File: config.mk
export PLATFORM = sky130hd
export DESIGN_NAME = attribute_cursor_controls
export DESIGN_NICKNAME = d
export VERILOG_FILES = /design/src/attr_cursor_pkg.sv /design/src/blink_gen.sv /design/src/colour_enhance.sv /design/src/attribute_cursor_controls.sv
export VERILOG_INCLUDE_DIRS = /design/src
export SDC_FILE = /design/constraint.sdc
export NUM_CORES = 1
export LEC_CHECK = 0
export BUFFER_PORTS_ARGS = -buffer_cell sky130_fd_sc_hd__clkbuf_2
export CAP_MARGIN = 20
export CORE_MARGIN = 1.5
export CORE_UTILIZATION = 47
export CTS_CLUSTER_DIAMETER = 80
export DETAILED_ROUTE_END_ITERATION = 16
export PLACE_DENSITY = 0.9
export SKIP_LAST_GASP = 1
export SLEW_MARGIN = 25
export SYNTH_ARGS = -nofsm -noshare
export SYNTH_HDL_FRONTEND = slang
export SYNTH_SLANG_ARGS = --single-unit
File: constraint.sdc
create_clock -name sys_clk_in -period 1.29 [get_ports sys_clk_in]
set_input_delay 0.0645 -clock sys_clk_in [delete_from_list [all_inputs] [get_ports sys_clk_in]]
set_output_delay 0.0645 -clock sys_clk_in [all_outputs]
set_load 0.1 [all_outputs]
File: src/attr_cursor_params.svh
`ifndef ATTR_CURSOR_PARAMS_SVH
`define ATTR_CURSOR_PARAMS_SVH

// Extension register indices behind the indexed data port.
`define IDX_ATTR_COLOUR_CTRL   8'hC0
`define IDX_CURSOR_ATTR_CTRL   8'hC1
`define CTRL_RESET_VAL         8'h00

// Field positions of the attribute colour control register.
`define ACC_FG_ENH_BIT         0
`define ACC_PAL_BYPASS_BIT     1
`define ACC_BG_ENH_BIT         3

// Field positions of the cursor attribute control register.
`define CAC_BLINK_DIS_BIT      0
`define CAC_RATE_LSB           1
`define CAC_RATE_MSB           2
`define CAC_MODE_BIT           3
`define CAC_BORDER_INV_BIT     4
`define CAC_FORCE_BW_BIT       5

// Writable masks; reserved positions read as zero.
`define ACC_WR_MASK            8'h0B
`define CAC_WR_MASK            8'h3F

// Colour constants of the enhancement formulas.
`define COLOUR_BLACK           4'h0
`define COLOUR_LIGHT_GREY      4'h7
`define COLOUR_DARK_GREY       4'h8
`define COLOUR_WHITE           4'hF
`define INTENSITY_BIT          3

// Blink divisors in vertical syncs per code.
`define BLINK_DIV_CODE0        6'h10
`define BLINK_DIV_CODE1        6'h20
`define BLINK_DIV_CODE2        6'h08
`define BLINK_DIV_CODE3        6'h04

`endif

File: src/attr_cursor_pkg.sv
package attr_cursor_pkg;

  typedef struct packed {
    logic       bg_enh;
    logic       pal_bypass;
    logic       fg_enh;
  } colour_ctrl_t;

  typedef struct packed {
    logic       force_bw;
    logic       border_inv;
    logic       invert_mode;
    logic [1:0] blink_rate;
    logic       blink_dis;
  } cursor_ctrl_t;

  typedef struct packed {
    logic [3:0] fg;
    logic [3:0] bg;
    logic       fg_on;
    logic       cursor_on;
  } pixel_in_t;

endpackage

File: src/blink_gen.sv
`timescale 1ns/1ps
`include "attr_cursor_params.svh"

module blink_gen (
  input  wire logic       clk_in,
  input  wire logic       rst_n_in,
  input  wire logic       vsync_in,
  input  wire logic [1:0] rate_in,
  output logic            phase_out
);

  logic       vsync_d_r;
  logic [4:0] count_r;
  logic [5:0] div;
  logic [4:0] half;
  logic       vs_rise;

  assign vs_rise = vsync_in & ~vsync_d_r;

  // ========================================================
  // Divisor select
  // ========================================================
  // RULE8 - rate code divisors
  always_comb begin
    unique case (rate_in)
      2'b00: div = `BLINK_DIV_CODE0;
      2'b01: div = `BLINK_DIV_CODE1;
      2'b10: div = `BLINK_DIV_CODE2;
      2'b11: div = `BLINK_DIV_CODE3;
    endcase
  end

  assign half = div[5:1];

  always_ff @(posedge clk_in or negedge rst_n_in) begin
    if (!rst_n_in) begin
      vsync_d_r <= 1'b0;
    end else begin
      vsync_d_r <= vsync_in;
    end
  end

  // RULE11 - per-frame count toggle
  always_ff @(posedge clk_in or negedge rst_n_in) begin
    if (!rst_n_in) begin
      count_r   <= 5'h00;
      phase_out <= 1'b1;
    end else if (vs_rise) begin
      if (count_r + 5'h01 >= half) begin
        count_r   <= 5'h00;
        phase_out <= ~phase_out;
      end else begin
        count_r <= count_r + 5'h01;
      end
    end
  end

endmodule

File: src/colour_enhance.sv
`timescale 1ns/1ps
`include "attr_cursor_params.svh"

module colour_enhance (
  input  wire logic [3:0] fg_in,
  input  wire logic [3:0] bg_in,
  input  wire logic       fg_enh_in,
  input  wire logic       bg_enh_in,
  output logic [3:0]      fg_out,
  output logic [3:0]      bg_out
);

  // RULE3 - flip intensity bit
  always_comb begin
    fg_out = fg_in;
    if (fg_enh_in && fg_in != `COLOUR_BLACK && fg_in != `COLOUR_DARK_GREY) begin
      fg_out[`INTENSITY_BIT] = ~fg_in[`INTENSITY_BIT];
    end
  end

  // RULE1 - background contrast formula
  always_comb begin
    if (bg_enh_in) begin
      bg_out = (fg_in == `COLOUR_BLACK) ? `COLOUR_LIGHT_GREY : `COLOUR_BLACK;
    end else begin
      bg_out = bg_in;
    end
  end

endmodule

File: src/attribute_cursor_controls.sv
`timescale 1ns/1ps
`include "attr_cursor_params.svh"

// Contract
// RULE1 - background enhancement picks 7 or 0
// RULE2 - bypass bit skips internal palette
// RULE3 - foreground enhancement flips intensity, not 0/8
// RULE4 - software writes reserved bits as zero
// RULE5 - force black/white cursor on panel
// RULE6 - invert border colour bits
// RULE7 - cursor inverts or replaces pixels
// RULE8 - rate codes divide by 16,32,8,4
// RULE9 - blink disable holds cursor steady
// RULE10 - both registers reset zero, own index
// RULE11 - blink from vsync counter, half-divisor toggle
module attribute_cursor_controls (
  input  wire logic                      sys_clk_in,
  input  wire logic                      reset_n_in,
  input  wire logic [7:0]                index_in,
  input  wire logic                      data_wr_in,
  input  wire logic [7:0]                data_wr_val_in,
  output logic [7:0]                     data_rd_out,
  input  wire logic                      vsync_in,
  input  wire logic                      panel_active_in,
  input  wire attr_cursor_pkg::pixel_in_t pix_in,
  input  wire logic [7:0]                border_colour_in,
  output logic [7:0]                     palette_addr_out,
  output logic                           palette_bypass_out,
  output logic [7:0]                     border_colour_out,
  output logic [3:0]                     pixel_out
);

  logic                         rst_s1_r;
  logic                         rst_n_r;
  logic [7:0]                   acc_r;
  logic [7:0]                   cac_r;
  attr_cursor_pkg::colour_ctrl_t colour_ctrl;
  attr_cursor_pkg::cursor_ctrl_t cursor_ctrl;
  logic [3:0]                   fg_enh;
  logic [3:0]                   bg_enh;
  logic                         blink_phase;
  logic                         cursor_vis;
  logic [3:0]                   base_pix;
  logic [3:0]                   pix_nxt;

  // ========================================================
  // Reset release
  // ========================================================
  always_ff @(posedge sys_clk_in or negedge reset_n_in) begin
    if (!reset_n_in) begin
      rst_s1_r <= 1'b0;
      rst_n_r  <= 1'b0;
    end else begin
      rst_s1_r <= 1'b1;
      rst_n_r  <= rst_s1_r;
    end
  end

  // ========================================================
  // Indexed registers
  // ========================================================
  // RULE10 - reset and index decode
  always_ff @(posedge sys_clk_in or negedge rst_n_r) begin
    if (!rst_n_r) begin
      acc_r <= `CTRL_RESET_VAL;
      cac_r <= `CTRL_RESET_VAL;
    end else if (data_wr_in) begin
      // RULE4 - reserved bits dropped
      if (index_in == `IDX_ATTR_COLOUR_CTRL) begin
        acc_r <= data_wr_val_in & `ACC_WR_MASK;
      end
      if (index_in == `IDX_CURSOR_ATTR_CTRL) begin
        cac_r <= data_wr_val_in & `CAC_WR_MASK;
      end
    end
  end

  always_comb begin
    unique case (index_in)
      `IDX_ATTR_COLOUR_CTRL: data_rd_out = acc_r;
      `IDX_CURSOR_ATTR_CTRL: data_rd_out = cac_r;
      default:               data_rd_out = 8'h00;
    endcase
  end

  assign colour_ctrl.bg_enh      = acc_r[`ACC_BG_ENH_BIT];
  assign colour_ctrl.pal_bypass  = acc_r[`ACC_PAL_BYPASS_BIT];
  assign colour_ctrl.fg_enh      = acc_r[`ACC_FG_ENH_BIT];
  assign cursor_ctrl.force_bw    = cac_r[`CAC_FORCE_BW_BIT];
  assign cursor_ctrl.border_inv  = cac_r[`CAC_BORDER_INV_BIT];
  assign cursor_ctrl.invert_mode = cac_r[`CAC_MODE_BIT];
  assign cursor_ctrl.blink_rate  = cac_r[`CAC_RATE_MSB:`CAC_RATE_LSB];
  assign cursor_ctrl.blink_dis   = cac_r[`CAC_BLINK_DIS_BIT];

  // ========================================================
  // Colour path
  // ========================================================
  colour_enhance u_enh (
    .fg_in     (pix_in.fg),
    .bg_in     (pix_in.bg),
    .fg_enh_in (colour_ctrl.fg_enh),
    .bg_enh_in (colour_ctrl.bg_enh),
    .fg_out    (fg_enh),
    .bg_out    (bg_enh)
  );

  blink_gen u_blink (
    .clk_in    (sys_clk_in),
    .rst_n_in  (rst_n_r),
    .vsync_in  (vsync_in),
    .rate_in   (cursor_ctrl.blink_rate),
    .phase_out (blink_phase)
  );

  // RULE9 - disable forces steady
  assign cursor_vis = pix_in.cursor_on & (cursor_ctrl.blink_dis | blink_phase);

  assign base_pix = pix_in.fg_on ? fg_enh : bg_enh;

  always_comb begin
    pix_nxt = base_pix;
    if (cursor_vis) begin
      // RULE5 - black and white on panel
      if (cursor_ctrl.force_bw && panel_active_in) begin
        pix_nxt = (base_pix == `COLOUR_BLACK) ? `COLOUR_WHITE : `COLOUR_BLACK;
      // RULE7 - invert versus replace
      end else if (cursor_ctrl.invert_mode) begin
        pix_nxt = ~base_pix;
      end else begin
        pix_nxt = fg_enh;
      end
    end
  end

  // ========================================================
  // Output registers
  // ========================================================
  always_ff @(posedge sys_clk_in or negedge rst_n_r) begin
    if (!rst_n_r) begin
      pixel_out          <= 4'h0;
      palette_addr_out   <= 8'h00;
      palette_bypass_out <= 1'b0;
      border_colour_out  <= 8'h00;
    end else begin
      pixel_out          <= pix_nxt;
      // RULE2 - palette bypass steering
      palette_bypass_out <= colour_ctrl.pal_bypass;
      palette_addr_out   <= {4'h0, pix_nxt};
      // RULE6 - border inversion
      border_colour_out  <= cursor_ctrl.border_inv ? ~border_colour_in : border_colour_in;
    end
  end

endmodule

==> flow_summary.yaml <==
yosys:
  netlist_top_cells_area: "dfrtp_1 (47%), mux2_2 (6.3%), xor2_1 (4.9%), buf_4 (4.7%), ha_1 (3.9%)"
  synth_fa_ha_area_frac: 0.0392
  syn_area_um2: 1600
  yosys.area_share.simple: 0.134
  synth_compound_area_frac: 0.142
  synth_top_area_cell: "dfrtp_1"
  ys_seq_area_frac: 0.487
  synthCells: 148
  synth-xor-area-share: 0.0713
  synth_warnings: 0
  synth_top_area_frac: 0.470
  yosysUniqueCellTypes: 37
  synth-async-reset-ratio: 1.00
  muxShareOfSynthArea: 0.0635
  synth_top_family_by_area: "compound AO/OA/AOI/OAI gates"
  synthFlopType: "dfrtp_1"
  synth_seq_cells: 31
  syn_avg_cell_area_um2: 10.8
  synth_edf_count: 0
global_routing:
  grt_pass1_wl_mm: 8.42
  grt_pass1_vias: 1734
  grt_usage: 0.328
  antenna_found_initial: 0
  overflow: 0
  grt_max_degree: 14
clock_network:
  cts_buffers: 5
  h-tree-depth: 2
  clock-root-buffer: "clkbuf_4"
  clk_pin_slew_ns: 0.11
  cts_tree: "yes"
  clock_latency_ns: 0.36
  clock-sinks: 31
  cts_buffer_depth: 2
outcome:
  status: "complete, but fails checks"
  violations: "setup timing"
worst_setup_path:
  timing.rr.start: "u_blink.count_r[0]"
  critical_path.max_fanout: 7
  path_class: "register to register"
  cp-end-kind: "register"
  critPathLaunchType: "register"
  critPathArrivalTime_ns: 2.21
  r2r_end: "u_blink.count_r[2]"
  reg2reg_depth: 8
  rrSetupSlack_ns: -0.62
  cp_data_required_time_ns: 1.58
timing:
  grt_setup_unrepaired: "yes"
  fmax_mhz: 523
  setup_viol: 15
  fin_crit_sh: 1.48
  worst_slew_pin_slew_ns: 0.567
  fin_ws_ns: -0.622
  drv_slew: 0
  post-route-min-period_ns: 1.91
  finalClockSkew_ns: 0.0210
  final-hold-violation-count: 0
  maxSlewHeadroom: 0.624
placed_design:
  gp_congestion: 0.864
  placed_cells: 263
  port_buffers: 59
  post-place-ws_ns: -0.571
  dpl.hpwl_mm: 2.96
layout:
  final_nets: 299
  fin_cells: 300
  fill_cells: 119
  regArea_um2: 783
  area_growth_pct: 73.8
  drive_above_1_share: 0.594
  diodes: 0
  multiInputGateArea_um2: 1010
floorplanning:
  io_pins: 68
  start_util: 0.510
  die_area_um2: 3760
  die_x_um: 61.3
  core_um2: 3130
  die_y_um: 61.3
  num_rows: 20
detailed_routing:
  drtAntennaViolNets: 0
  vias_per_cell: 6.00
  remaining_drc_errors: 0
  drt_first_pass_iters: 4
  routedWlPerCell_um: 23.2
  wl_mm: 6.96
  drt_iter0_drc: 197
  vias: 1801
flow_run:
  maxCapViolations: 0
power:
  peakVddDrop_mv: 1.36
  p_per_area_nw_per_um2: 1600
  p_leak_nw: 1.36
worst_hold_path:
  min_path_type: "input pin to asynchronous set/reset pin"
## area by class of cell
| type | instances | share of cell area |
|---|---|---|
| flip-flops and latches | 31 | 0.282 |
| clock buffers | 6 | 0.0185 |
| clock inverters | 2 | 0.0126 |
| multi-input cells | 107 | 0.364 |
| repair buffers | 107 | 0.298 |
| inverters | 3 | 0.00496 |
| well taps | 44 | 0.0198 |
## layout by cell type (no fill, tap or decap), types with 2 or more instances in the layout
cell,n
a21o_1,2
a21oi_1,3
a21oi_4,2
a22o_4,3
a22oi_2,2
a31oi_1,4
and2_4,3
buf_12,7
buf_4,25
buf_6,7
clkbuf_2,51
clkbuf_4,5
conb_1,7
dfrtp_1,25
dfrtp_2,5
dlygate4sd3_1,16
ha_1,2
ha_4,3
inv_1,2
mux2_2,9
nand2_1,9
nand2_2,2
nand2b_1,3
nand3_2,3
nor2_1,4
nor2_4,2
nor2b_1,4
o21ai_0,2
o22a_1,3
o31ai_4,3
xnor2_2,2
xor2_1,9
## state kept, by name, indices dropped and copies added (netlist names)
| signal | flops |
|---|---|
| u_blink.vsync_d_r | 1 |
| rst_s1_r | 1 |
| border_colour_out | 8 |
| palette_bypass_out | 1 |
| u_blink.phase_out | 1 |
| palette_addr_out | 4 |
| acc_r | 3 |
| cac_r | 6 |
| u_blink.count_r | 5 |
| rst_n_r | 1 |
## synthesized netlist by cell type, drive strengths merged, types with 2 or more instances
master / n
a21o: 2
a21oi: 6
a22o: 4
a22oi: 2
a31oi: 4
and2: 4
buf: 10
clkbuf: 2
conb: 2
dfrtp: 30
ha: 5
inv: 3
mux2: 9
nand2: 12
nand2b: 3
nand3: 4
nor2: 7
nor2b: 4
nor3: 2
o21ai: 4
o22a: 3
o31ai: 3
xnor2: 4
xor2: 9
## per-layer routing
metal  up-vias  track usage  share of wire
met5         -            0              0
met4         0        0.245          0.077
li1        724            -              -
met3        56       0.0924           0.10
met2       165        0.546           0.47
met1       856        0.354           0.35
## cells by family after synthesis
| group | count (synthesis) |
|---|---|
| and+or+nand+nor | 42 |
| muxes | 9 |
| AOI/OAI and AO/OA | 31 |
| xor gates and xnor gates | 13 |
| other | 2 |
| DFF | 31 |
| buffers and inverters | 15 |
| adders and majority gates | 5 |
## critical path, stage by stage (launching register included)
cell	delay (ns)
dfrtp_1	0.42
ha_4	0.19
nand3_4	0.10
xnor2_4	0.22
ha_4	0.25
a21oi_4	0.17
o21ai_4	0.12
nor4_1	0.24
a21o_1	0.13
## stage by stage
step / hold slack, ns / instance area, um^2 / utilization / TNS, ns / total power, mW
floorplan: -0.231 / 1680 / - / -2.25 / 2.63
global placement: -0.147 / 2190 / 0.701 / -2.95 / 2.90
detailed placement: -0.145 / 2190 / 0.701 / -4.08 / 2.96
CTS: 0.0211 / 2550 / 0.816 / -3.59 / 3.91
global route: 0.0201 / 2780 / 0.887 / -5.73 / 4.59
finish: 0.0231 / 2780 / 0.887 / -5.03 / 4.44
## report_power, final
group	total, mW	switching, mW	internal (mW)
logic	2.28	1.49	0.786
clock network	0.837	0.379	0.457
registers	1.32	0.179	1.14
total	4.44	2.05	2.39
## worst max path at each step
stage | from | to | slack (ns) | cells after the start
floorplan | u_blink.count_r[0] | u_blink.count_r[2] | -0.46 | 8
global placement | u_blink.count_r[1] | u_blink.count_r[2] | -0.47 | 8
detailed placement | u_blink.count_r[1] | u_blink.count_r[2] | -0.57 | 8
CTS | u_blink.count_r[0] | u_blink.count_r[2] | -0.52 | 8
global route | u_blink.count_r[1] | u_blink.count_r[2] | -0.67 | 8
finish | u_blink.count_r[0] | u_blink.count_r[2] | -0.62 | 8
## what timing repair did
action / in CTS / in global routing
setup buffers: 6 / 9
hold buffers: 16 / 0
pin swaps: 17 / 21
endpoints found under the setup margin: 15 / 17
hold endpoints to repair: 20 / 0
resized for setup: 15 / 32
Power figures use the tool's default switching activity.
